<file path="src/shared/dsl_pkg.sv">
// Shared constants for both ends of the data/strobe two-bit link.
package dsl_pkg;
  // System clock and link clock periods in nanoseconds.
  localparam int CLK_PERIOD_NS = 100;
  localparam int LINK_PERIOD_NS = 800;
  // System cycles per half period of the serial bit clock.
  localparam int SER_HALF_CYC = LINK_PERIOD_NS / (2 * CLK_PERIOD_NS);
  // Write clock periods that the link reset is held low, then high before data.
  localparam int RESET_HOLD_CLKS = 3;
  localparam int RESET_SETUP_CLKS = 3;
  // Bit positions of a transmit pair word.
  localparam int PAIR_DE = 0;
  localparam int PAIR_DO = 1;
  localparam int PAIR_SE = 2;
  localparam int PAIR_SO = 3;
  localparam int PAIR_W = 4;
  // Synchroniser positions inside the device.
  localparam int SY_SCLK = 0;
  localparam int SY_WCLK = 1;
  localparam int SY_RSTB = 2;
  localparam int SY_OE = 3;
  localparam int SY_LCL = 4;
  localparam int SY_FAR = 5;
  localparam int SY_PAIR = 6;
  localparam int SY_DP = 10;
  localparam int SY_DN = 11;
  localparam int SY_SP = 12;
  localparam int SY_SN = 13;
  localparam int SY_W = 14;
  // Register map of the controller, byte addresses on APB.
  localparam int APB_AW = 8;
  localparam logic [7:0] REG_CTRL = 8'h00;
  localparam logic [7:0] REG_STATUS = 8'h04;
  localparam logic [7:0] REG_RXDATA = 8'h08;
  // Control register fields and reset value.
  localparam int CTRL_DRIVE = 0;
  localparam int CTRL_LOCAL = 1;
  localparam int CTRL_FAR = 2;
  localparam int CTRL_RESTART = 3;
  localparam logic [2:0] CTRL_RESET = 3'h0;
  // Status register fields.
  localparam int ST_READY = 0;
  localparam int ST_FULL = 1;
  localparam int ST_EMPTY = 2;
  localparam int ST_SEEN = 3;
  // Depth of the transmit FIFO.
  localparam int TX_FIFO_DEPTH = 8;
endpackage

</file>
<file path="src/shared/dsl_link_if.sv">
`timescale 1ns/1ns
// Parallel side of the link between the controller and the two-bit PHY.
interface dsl_link_if;
  import dsl_pkg::*;
  logic serial_bit_clock; // Full-rate transmit clock from the controller.
  logic parallel_write_clock; // Half-rate write clock from the controller.
  logic link_reset_b; // Active-low PHY reset.
  logic line_drive_enable; // Enables the differential line drivers.
  logic local_loop_select; // Receive outputs take the transmit inputs.
  logic far_loop_select; // Line outputs reproduce the line inputs.
  logic [PAIR_W-1:0] tx_pair; // Even/odd data and strobe bits.
  logic rx_even_bit_out; // Bit taken on the recovered clock rise.
  logic rx_odd_bit_out; // Bit taken on the recovered clock fall.
  logic recovered_receive_clock; // Data xor strobe.
  // PHY end: takes clocks and pairs, returns received bits.
  modport phy (
    input serial_bit_clock, parallel_write_clock, link_reset_b, line_drive_enable,
    input local_loop_select, far_loop_select, tx_pair,
    output rx_even_bit_out, rx_odd_bit_out, recovered_receive_clock
  );
  // Controller end: makes clocks and pairs, reads received bits.
  modport ctl (
    output serial_bit_clock, parallel_write_clock, link_reset_b, line_drive_enable,
    output local_loop_select, far_loop_select, tx_pair,
    input rx_even_bit_out, rx_odd_bit_out, recovered_receive_clock
  );
endinterface

</file>
<file path="src/hdl/dsl_ctl.sv">
`timescale 1ns/1ns
// Transmit FIFO with valid and ready on both sides.
module dsl_fifo #(
  parameter int WIDTH = 4,
  parameter int DEPTH = 8
) (
  input wire logic clk_in,
  input wire logic rst_b_in,
  input wire logic [WIDTH-1:0] wr_data_in,
  input wire logic wr_valid_in,
  output logic wr_ready_out,
  output logic [WIDTH-1:0] rd_data_out,
  output logic rd_valid_out,
  input wire logic rd_ready_in
);
  localparam int AW = $clog2(DEPTH);
  // Depth must be a power of two so the pointers wrap on their own.
  if (DEPTH < 2 || (1 << AW) != DEPTH) begin : g_bad_depth
    $error("FIFO depth must be a power of two of at least 2");
  end
  logic [WIDTH-1:0] mem_q [DEPTH];
  logic [AW-1:0] wp_q, wp_d, rp_q, rp_d;
  logic [AW:0] cnt_q, cnt_d;
  logic push, pop;

  // Full and empty come from the fill count.
  // Ready while fewer than DEPTH words are held; an empty FIFO must take a word.
  assign wr_ready_out = (cnt_q < (AW + 1)'(DEPTH));
  assign rd_valid_out = (cnt_q != '0);
  assign rd_data_out = mem_q[rp_q];
  assign push = wr_valid_in & wr_ready_out;
  assign pop = rd_valid_out & rd_ready_in;

  // Pointer and count update.
  always_comb begin
    wp_d = push ? wp_q + 1'b1 : wp_q;
    rp_d = pop ? rp_q + 1'b1 : rp_q;
    cnt_d = cnt_q + {{AW{1'b0}}, push} - {{AW{1'b0}}, pop};
  end

  // Pointer registers and storage.
  always_ff @(posedge clk_in or negedge rst_b_in) begin
    if (!rst_b_in) begin
      wp_q <= '0;
      rp_q <= '0;
      cnt_q <= '0;
    end else begin
      wp_q <= wp_d;
      rp_q <= rp_d;
      cnt_q <= cnt_d;
    end
  end

  // Storage is written without reset.
  always_ff @(posedge clk_in) begin
    if (push) begin
      mem_q[wp_q] <= wr_data_in;
    end
  end
endmodule

// Controller end: makes the link clocks and reset, feeds pairs, collects bits.
module dsl_ctl
  import dsl_pkg::*;
(
  input wire logic clk_in,
  input wire logic rst_b_in,
  dsl_link_if.ctl link,
  input wire logic psel,
  input wire logic penable,
  input wire logic pwrite,
  input wire logic [APB_AW-1:0] paddr,
  input wire logic [31:0] pwdata,
  output logic [31:0] prdata,
  output logic pready,
  output logic pslverr,
  input wire logic [PAIR_W-1:0] tx_pair_in,
  input wire logic tx_valid_in,
  output logic tx_ready_out,
  output logic [1:0] rx_pair_out,
  output logic rx_valid_out
);
  typedef enum logic [1:0] {
    ST_HOLD = 2'b00,
    ST_SETUP = 2'b01,
    ST_RUN = 2'b10
  } dsl_state_e;

  // Divider and generated clocks.
  logic [7:0] div_q, div_d;
  logic sclk_q, sclk_d, wclk_q, wclk_d;
  logic tick, w_rise, w_fall;
  // Reset sequencer.
  dsl_state_e st_q, st_d;
  logic [2:0] cnt_q, cnt_d;
  // Registers and outputs.
  logic [2:0] ctrl_q, ctrl_d;
  logic seen_q, seen_d;
  logic [1:0] rxp_q, rxp_d;
  logic rxv_q, rxv_d;
  logic [PAIR_W-1:0] pair_q, pair_d;
  logic [31:0] rdata_q, rdata_d;
  logic err_q, err_d;
  // Receive synchroniser: rclk, even, odd.
  logic [2:0] rs1_q, rs2_q;
  logic rclk_prev_q;
  logic rclk_fall;
  // FIFO read side.
  logic [PAIR_W-1:0] f_data;
  logic f_valid, f_pop;
  logic wr_acc, restart;

  // The transmit FIFO; its ready stalls the user stream.
  dsl_fifo #(.WIDTH(PAIR_W), .DEPTH(TX_FIFO_DEPTH)) u_fifo (
    .clk_in(clk_in),
    .rst_b_in(rst_b_in),
    .wr_data_in(tx_pair_in),
    .wr_valid_in(tx_valid_in),
    .wr_ready_out(tx_ready_out),
    .rd_data_out(f_data),
    .rd_valid_out(f_valid),
    .rd_ready_in(f_pop)
  );

  // Write clock toggles with each serial rise, giving exactly half rate.
  assign tick = (div_q == 8'(SER_HALF_CYC - 1));
  assign w_rise = tick & ~sclk_q & ~wclk_q;
  assign w_fall = tick & ~sclk_q & wclk_q;
  // A pair leaves the FIFO at each write clock fall while running.
  assign f_pop = w_fall & f_valid & (st_q == ST_RUN);
  assign rclk_fall = ~rs2_q[0] & rclk_prev_q;
  assign wr_acc = psel & penable & pwrite;
  assign restart = wr_acc && paddr == REG_CTRL && pwdata[CTRL_RESTART];

  // Clock divider, reset sequencer, pair output and registers.
  always_comb begin
    div_d = tick ? 8'h00 : div_q + 8'h01;
    sclk_d = tick ? ~sclk_q : sclk_q;
    wclk_d = (tick && !sclk_q) ? ~wclk_q : wclk_q;
    st_d = st_q;
    cnt_d = cnt_q;
    pair_d = pair_q;
    case (st_q)
      ST_HOLD: begin
        // Reset low for full write periods before release.
        if (w_rise) begin
          cnt_d = cnt_q + 3'h1;
          if (cnt_q == 3'(RESET_HOLD_CLKS)) begin
            st_d = ST_SETUP;
            cnt_d = 3'h0;
          end
        end
      end
      ST_SETUP: begin
        // Reset high, no data yet.
        if (w_rise) begin
          cnt_d = cnt_q + 3'h1;
          if (cnt_q == 3'(RESET_SETUP_CLKS)) begin
            st_d = ST_RUN;
          end
        end
      end
      ST_RUN: begin
        // Pairs change on the write fall, stable at the PHY's rise.
        if (w_fall) begin
          pair_d = f_valid ? f_data : '0;
        end
      end
      default: st_d = ST_HOLD;
    endcase
    if (restart) begin
      st_d = ST_HOLD;
      cnt_d = 3'h0;
      pair_d = '0;
    end
    ctrl_d = ctrl_q;
    if (wr_acc && paddr == REG_CTRL) begin
      ctrl_d = pwdata[2:0];
    end
    // A received pair completes on each recovered clock fall.
    rxv_d = rclk_fall;
    rxp_d = rclk_fall ? {rs2_q[2], rs2_q[1]} : rxp_q;
    // Sticky seen flag: the set wins over a write-one clear.
    seen_d = seen_q;
    if (wr_acc && paddr == REG_STATUS && pwdata[ST_SEEN]) begin
      seen_d = 1'b0;
    end
    if (rclk_fall) begin
      seen_d = 1'b1;
    end
    // Read data is prepared in the setup phase.
    rdata_d = rdata_q;
    err_d = err_q;
    if (psel && !penable) begin
      err_d = 1'b0;
      case (paddr)
        REG_CTRL: rdata_d = {29'h0, ctrl_q};
        REG_STATUS: rdata_d = {28'h0, seen_q, ~f_valid, ~tx_ready_out, st_q == ST_RUN};
        REG_RXDATA: rdata_d = {30'h0, rxp_q};
        default: begin
          rdata_d = 32'h0;
          err_d = 1'b1;
        end
      endcase
    end
  end

  // Registers of the controller; receive pins pass two flip-flops.
  always_ff @(posedge clk_in or negedge rst_b_in) begin
    if (!rst_b_in) begin
      div_q <= 8'h00;
      sclk_q <= 1'b0;
      wclk_q <= 1'b0;
      st_q <= ST_HOLD;
      cnt_q <= 3'h0;
      pair_q <= '0;
      ctrl_q <= CTRL_RESET;
      seen_q <= 1'b0;
      rxp_q <= 2'h0;
      rxv_q <= 1'b0;
      rdata_q <= 32'h0;
      err_q <= 1'b0;
      rs1_q <= 3'h0;
      rs2_q <= 3'h0;
      rclk_prev_q <= 1'b0;
    end else begin
      div_q <= div_d;
      sclk_q <= sclk_d;
      wclk_q <= wclk_d;
      st_q <= st_d;
      cnt_q <= cnt_d;
      pair_q <= pair_d;
      ctrl_q <= ctrl_d;
      seen_q <= seen_d;
      rxp_q <= rxp_d;
      rxv_q <= rxv_d;
      rdata_q <= rdata_d;
      err_q <= err_d;
      rs1_q <= {link.rx_odd_bit_out, link.rx_even_bit_out, link.recovered_receive_clock};
      rs2_q <= rs1_q;
      rclk_prev_q <= rs2_q[0];
    end
  end

  // Link pins, all from flip-flops except the reset, which is decoded from the state.
  assign link.serial_bit_clock = sclk_q;
  assign link.parallel_write_clock = wclk_q;
  assign link.link_reset_b = (st_q != ST_HOLD);
  assign link.line_drive_enable = ctrl_q[CTRL_DRIVE];
  assign link.local_loop_select = ctrl_q[CTRL_LOCAL];
  assign link.far_loop_select = ctrl_q[CTRL_FAR];
  assign link.tx_pair = pair_q;
  // APB answers with no wait state.
  assign prdata = rdata_q;
  assign pready = 1'b1;
  assign pslverr = err_q & psel & penable;
  assign rx_pair_out = rxp_q;
  assign rx_valid_out = rxv_q;
endmodule

</file>
<file path="src/flat_wrapper.sv">
// flat-port wrapper written by rule: the top's interface ports become plain ports
module dsl_ctl_flat import dsl_pkg::*;
  (clk_in, rst_b_in, psel, penable, pwrite, paddr, pwdata, prdata, pready, pslverr, tx_pair_in, tx_valid_in, tx_ready_out, rx_pair_out, rx_valid_out, link_serial_bit_clock, link_parallel_write_clock, link_link_reset_b, link_line_drive_enable, link_local_loop_select, link_far_loop_select, link_tx_pair, link_rx_even_bit_out, link_rx_odd_bit_out, link_recovered_receive_clock);
  dsl_link_if link_i ();
  input wire logic clk_in;
  input wire logic rst_b_in;
  input wire logic psel;
  input wire logic penable;
  input wire logic pwrite;
  input wire logic [APB_AW-1:0] paddr;
  input wire logic [31:0] pwdata;
  output logic [31:0] prdata;
  output logic pready;
  output logic pslverr;
  input wire logic [PAIR_W-1:0] tx_pair_in;
  input wire logic tx_valid_in;
  output logic tx_ready_out;
  output logic [1:0] rx_pair_out;
  output logic rx_valid_out;
  output wire logic [$bits(link_i.serial_bit_clock)-1:0] link_serial_bit_clock;
  output wire logic [$bits(link_i.parallel_write_clock)-1:0] link_parallel_write_clock;
  output wire logic [$bits(link_i.link_reset_b)-1:0] link_link_reset_b;
  output wire logic [$bits(link_i.line_drive_enable)-1:0] link_line_drive_enable;
  output wire logic [$bits(link_i.local_loop_select)-1:0] link_local_loop_select;
  output wire logic [$bits(link_i.far_loop_select)-1:0] link_far_loop_select;
  output wire logic [$bits(link_i.tx_pair)-1:0] link_tx_pair;
  input wire logic [$bits(link_i.rx_even_bit_out)-1:0] link_rx_even_bit_out;
  input wire logic [$bits(link_i.rx_odd_bit_out)-1:0] link_rx_odd_bit_out;
  input wire logic [$bits(link_i.recovered_receive_clock)-1:0] link_recovered_receive_clock;
  assign link_serial_bit_clock = link_i.serial_bit_clock;
  assign link_parallel_write_clock = link_i.parallel_write_clock;
  assign link_link_reset_b = link_i.link_reset_b;
  assign link_line_drive_enable = link_i.line_drive_enable;
  assign link_local_loop_select = link_i.local_loop_select;
  assign link_far_loop_select = link_i.far_loop_select;
  assign link_tx_pair = link_i.tx_pair;
  assign link_i.rx_even_bit_out = link_rx_even_bit_out;
  assign link_i.rx_odd_bit_out = link_rx_odd_bit_out;
  assign link_i.recovered_receive_clock = link_recovered_receive_clock;
  dsl_ctl u_core (.clk_in(clk_in), .rst_b_in(rst_b_in), .link(link_i), .psel(psel), .penable(penable), .pwrite(pwrite), .paddr(paddr), .pwdata(pwdata), .prdata(prdata), .pready(pready), .pslverr(pslverr), .tx_pair_in(tx_pair_in), .tx_valid_in(tx_valid_in), .tx_ready_out(tx_ready_out), .rx_pair_out(rx_pair_out), .rx_valid_out(rx_valid_out));
endmodule
</file>
<file path="config.mk">
export PLATFORM = sky130hd
export DESIGN_NAME = dsl_ctl_flat
export DESIGN_NICKNAME = d
export VERILOG_FILES = /design/src/shared/dsl_pkg.sv /design/src/shared/dsl_link_if.sv /design/src/hdl/dsl_ctl.sv /design/src/flat_wrapper.sv
export SDC_FILE = /design/constraint.sdc
export NUM_CORES = 1
export LEC_CHECK = 0
export ABC_AREA = 1
export BUFFER_PORTS_ARGS = -buffer_cell sky130_fd_sc_hd__buf_4
export CAP_MARGIN = 20
export CELL_PAD_IN_SITES_DETAIL_PLACEMENT = 1
export CELL_PAD_IN_SITES_GLOBAL_PLACEMENT = 1
export CORE_AREA = 3 3 124 126
export CTS_BUF_LIST = sky130_fd_sc_hd__clkbuf_16
export CTS_CLUSTER_DIAMETER = 80
export DETAILED_ROUTE_END_ITERATION = 12
export DIE_AREA = 0 0 127 129
export HOLD_SLACK_MARGIN = 0.1
export PLACE_DENSITY_LB_ADDON = 0.3
export REMOVE_ABC_BUFFERS = 1
export SYNTH_ARGS = -nofsm -noshare
export SYNTH_HDL_FRONTEND = slang
export SYNTH_SLANG_ARGS = --single-unit
</file>
<file path="constraint.sdc">
create_clock -name clk_in -period 5.9 [get_ports clk_in]
set_input_delay 1.18 -clock clk_in [delete_from_list [all_inputs] [get_ports clk_in]]
set_output_delay 1.18 -clock clk_in [all_outputs]
set_load 0.005 [all_outputs]
</file>
### After elaboration in Yosys (flattened, before gate mapping)

Memory sizes are Yosys's and may differ from the RTL's.
Cells that the tools add are included.

| word-level totals | value |
|---|---|
| register bits | 76 |
| memory bits (writable) | 32 |
| bits of input ports | 53 |
| word-level logic and storage cells | 96 |
| memories | 1 |

Memories:

| memory | words | width | read ports | clocked after memory_dff | write ports | RTL line | RTL |
|---|---|---|---|---|---|---|---|
| u_core.u_fifo.mem_q | 8 | 4 | 1 | 0 | 1 | dsl_ctl.sv:21 | `logic [WIDTH-1:0] mem_q [DEPTH];` |

| operators by class | value |
|---|---|
| add/subtract/negate cells | 6 |
| $lt $le $gt $ge | 1 |
| equal/unequal tests | 11 |
| muxes and demuxes | 22 |
| bitwise logic cells | 17 |
| reductions and logical operators | 20 |

Operators by type and width:

| operator | number |
|---|---|
| $mux 4 | 4 |
| $and 1x1->1 | 12 |
| $mux 3 | 4 |
| $ne 3x1->1 const B | 4 |
| $pmux 4 s3 | 1 |
| $mux 2 | 5 |
| $add 3x1->3 const B | 3 |
| $add 8x1->8 const B | 1 |
| $eq 8x2->1 const B | 1 |
| $eq 8x3->1 const B | 1 |
| $eq 8x4->1 const B | 1 |
| $logic_not 8->1 | 1 |
| $mux 8 | 1 |
| $reduce_bool 2->1 | 4 |
| $logic_and 1x1->1 | 6 |
| $pmux 2 s3 | 1 |
| $pmux 3 s2 | 1 |
| $mux 1 | 5 |
| $not 1->1 | 5 |
| $reduce_and 5->1 | 1 |
| $add 4x1->4 | 1 |
| $lt 4x4->1 const B | 1 |
| $reduce_bool 4->1 | 1 |
| $sub 4x1->4 | 1 |
| 10 further kinds | 11 |

### Longest topological paths before layout

| depth | value |
|---|---|
| depth in word-level cells | 7 |
| mapped depth | 11 |

### Hierarchy

Synthesis repeated with hierarchy kept, for this count alone.

| second synthesis, totals | value |
|---|---|
| cells, all modules | 431 |
| area, all modules | 3948.8 um^2 |

Modules (own cells, without submodules):

| module | instances | cells each | area each (um^2) |
|---|---|---|---|
| dsl_ctl | 1 | 228 | 1974.4 |
| dsl_fifo | 1 | 203 | 1974.4 |

### Worst setup path before layout

No wires, ideal clock.

| path | value |
|---|---|
| kind | in2out |
| start | in psel |
| end | out pslverr |
| arrival time | 1.347 ns |
| setup slack | 3.373 ns |
| stages | 2 |
| path buffers | 0 |
| cell sequence | nand2_1 nor2_1 |

| on the way | value |
|---|---|
| longest elaborated chain between the ends | 2 |

Ends and longest elaborated chain:

| item | RTL line | RTL |
|---|---|---|
| from (decl) | flat_wrapper.sv:7 | `input wire logic psel;` |
| $and 1x1->1 (2 in series) | dsl_ctl.sv:256 | `assign pslverr = err_q & psel & penable;` |
| to (decl) | flat_wrapper.sv:14 | `output logic pslverr;` |

No other way between the ends.

### Worst setup path in the final report

Same ends and word-level chain as after synthesis.

==> run_results.csv <==
group,metric,value,unit
sta,fin_skew,0.007030,ns
job,cap_violations,0,
sta,slew_viol_final,0,
sta,max_freq,0.3612,GHz
routing,vias,2715,
floorplanning,io_pins,101,
sta,setup_tns,0,ns
cells_and_area,layout.nets,527,
sta,rsz0062_at_grt,"false",
synth,synth-seq-cells,80,
floorplanning,die_width,127,um
clocking,cts_buffer_depth,2,
clocking,htreeDepth,3,
synth,synth_cell_type_count,27,
clocking,path_clk_slew,0.06,ns
clocking,cts_inserted_buffers,9,
critical_path,crit_end,"pslverr",
sta,slew-limit-headroom,0.5560,
global_route,grt_overflow,0,
clocking,cts.sinks,80,
pwr,internal_power,0.9531,mW
routing,drc,0,
routing,drtIter0Drc,76,
critical_path,r2r-end,"u_core.u_fifo.cnt_q[1]$_DFF_PN0_",
cells_and_area,finish.instance_area,4569,um^2
synth,syn_area,3852,um^2
synth,yosys_warnings,0,
clocking,root_buffer,"clkbuf_16",
clocking,cts_tree,"yes",
cells_and_area,layout-drive-gt1-share,0.1514,
synth,synth_cells,416,
critical_path,required,4.72,ns
pwr,power_leakage,2.256,nW
cells_and_area,antennaDiodeCount,0,
global_route,grt_antenna_before_repair,0,
floorplanning,fp.dieH,129,um
critical_path,crit_path_end_kind,"output pin",
critical_path,ff2ff_setup_slack,3.50,ns
critical_path,critPathMaxFanout,3,
routing,routed_wl,7.998,mm
sta,tightest_slew,0.6659,ns
sta,hold_ws,0.3507,ns
routing,avgRoutedWirePerCell,12.25,um
critical_path,critical_path_class,"input pin to output pin",
pwr,p_comb_frac,0.038,
critical_path,r2r-start,"u_core.div_q[0]$_DFF_PN0_",
run_status,status,"finished, final reports clean",
placed_design,port_buffers,43,
placed_design,placed_area,4264,um^2
critical_path,crit_path_start,"psel",
pwr,p_sw_frac,0.2044,
global_route,grt_usage,0.1048,
pwr,pwr_density_cell,262.2,nW/um^2
critical_path,cp_slowest_cell,"buf_4",
clocking,insertion_delay,0.34,ns
floorplanning,core,14420,um^2
sta,setup_violations,0,
sta,finalHoldViolations,0,
critical_path,crit_arrival,1.59,ns
global_route,grt_pass1_vias,2816,
routing,postRouteAntennaNets,0,
clocking,post_cts_resized,0,
routing,viasPerCell,4.158,
clocking,postCtsHoldBufs,0,
pwr,clockPowerShare,0.471,
floorplanning,rows,44,
global_route,grt_max_degree,49,
critical_path,cp_slowest_stage_delay,0.13,ns
pwr,p_sw,0.2449,mW
synth,yosys-top-cells-area,"dfrtp_1, edfxtp_1, nand2_1, buf_4, inv_1",
synth,ys_seq_area_frac,0.5612,
floorplanning,start_util,0.2671,
placed_design,gp_congestion,0.7187,
synth,yosys.area.top_type,"dfrtp_1",
global_route,grt_pass1_wl,13.39,mm
synth,synth_top_area_frac,0.3118,
clocking,post_cts_buffers,0,
critical_path,crit_top_cell,"buf_4",
synth,avgSynthCellArea,9.261,um^2
sta,finalCriticalPeriod,2.769,ns
min_path,hold_depth,0,
critical_path,cp_cell_sequence,"buf_4 > nand2_1 > nor2_1 > buf_4",
pwr,power_frac_seq,0.491,
critical_path,worst_r2r_path_depth,11,
pwr,ir_drop,0.1481,mV
cells_and_area,final_util,0.3168,
routing,drt-pass1-iter-count,4,
sta,finalCritPeriodShare,0.4693,
min_path,hp-class,"flop to flop",
cells_and_area,syn_to_final_growth,18.61,%
critical_path,start_kind,"input pin",
floorplanning,dieArea,16380,um^2
placed_design,dpl.hpwl,6.140,mm
-- layer usage --
metal	routed length, um	global-route usage	vias up
li1	-	-	1347
met1	3504	0.1211	1306
met2	4045	0.1821	54
met3	295	0.02325	8
met4	153	0.05489	0
met5	0	0	-
-- worst min-delay path by stage --
stage | startpoint | to | slack [ns]
2_1_floorplan | u_core.rs1_q[0]$_DFF_PN0_ | u_core.rs2_q[0]$_DFF_PN0_ | 0.33
3_3_place_gp | u_core.rs1_q[0]$_DFF_PN0_ | u_core.rs2_q[0]$_DFF_PN0_ | 0.33
3_5_place_dp | u_core.rs1_q[0]$_DFF_PN0_ | u_core.rs2_q[0]$_DFF_PN0_ | 0.34
4_1_cts | u_core.rs1_q[0]$_DFF_PN0_ | u_core.rs2_q[0]$_DFF_PN0_ | 0.35
5_1_grt | u_core.rs1_q[0]$_DFF_PN0_ | u_core.rs2_q[0]$_DFF_PN0_ | 0.36
6_report | u_core.rs1_q[0]$_DFF_PN0_ | u_core.rs2_q[0]$_DFF_PN0_ | 0.35
-- layout make-up --
cell class	count	area, um^2
fill	1709	9854
multi-input combinational	275	1343
timing repair buffer	43	322.8
clock inverter	6	55.05
tap	184	230.2
sequential	80	2162
inverter	55	206.4
clock buffer	10	250.2
-- stage by stage --
step	total power, mW	setup WS [ns]	std cells
after floorplan	0.6145	3.373	410
after global placement	0.6437	3.155	637
after detailed placement	0.6454	3.141	637
after CTS	1.218	3.140	653
after global routing	1.245	3.113	653
final	1.198	3.131	653
-- state kept, by name, summed over array words and instances, names as in the netlist --
register and flops:
u_core.div_q 8, u_core.rs2_q 3, u_core.cnt_q 3, u_core.u_fifo.mem_q 32, u_core.ctrl_q 3, u_core.rclk_prev_q 1, u_core.u_fifo.cnt_q 4, u_core.prdata 4
u_core.rx_pair_out 2, u_core.link.serial_bit_clock 1, u_core.err_q 1, u_core.rx_valid_out 1, u_core.rs1_q 3, u_core.seen_q 1, u_core.st_q 2, u_core.u_fifo.wp_q 3
u_core.link.tx_pair 4, u_core.u_fifo.rp_q 3, u_core.link.parallel_write_clock 1
-- logic make-up after synthesis --
group / synth area share
other: 0.001949
buffers and inverters: 0.1166
AO/OA/AOI/OAI: 0.03702
adder cells (fa/ha/maj): 0.03443
flip-flops: 0.5612
AND/OR/NAND/NOR: 0.2260
XOR/XNOR: 0.02274
-- power groups by stage --
stage               clock, mW  combinational, mW  sequential (mW)
floorplan                   0             0.0154            0.599
global placement            0             0.0442            0.599
detailed placement          0             0.0459            0.599
CTS                     0.584             0.0460            0.589
global route            0.604             0.0521            0.589
finish                  0.564             0.0450            0.589
-- cells in the mapped netlist --
cell	count
inv_1	55
nand2_1	104
xor2_1	8
fa_1	1
nor2_1	54
dfrtp_1	48
nor3b_1	1
nand3_2	1
buf_4	31
buf_2	2
nand2_2	3
edfxtp_1	32
xnor2_1	2
conb_1	2
nor3_2	1
nor2_4	3
nor2_2	3
o21ai_0	19
nand3_1	22
o21ai_1	1
nand3_4	1
a21oi_1	4
nand4_1	4
or2_2	1
o211ai_1	3
ha_1	9
nor2_8	1
-- placed cells by master, fill, tap and decap left out --
master,count
nor2_1,54
a21oi_1,4
nand4_1,4
nor2_2,3
clkinv_1,1
ha_1,9
clkinv_2,1
nor3b_1,1
clkbuf_16,10
bufinv_16,1
o211ai_1,3
nor2_8,1
nand3_2,1
edfxtp_1,32
nor2_4,3
nand3_4,1
inv_1,56
buf_4,43
conb_1,29
xnor2_1,2
xor2_1,8
fa_1,1
nand3_1,22
dfrtp_1,48
or2_2,1
o21ai_1,1
o21ai_0,19
nand2_1,104
nand2_2,3
nor3_2,1
inv_4,2
-- critical path: cells and delay by family --
family                 cells  cell delay, ns
AND/OR/NAND/NOR            2            0.17
buffers and inverters      2            0.24
(Power assumes the default switching activity.)
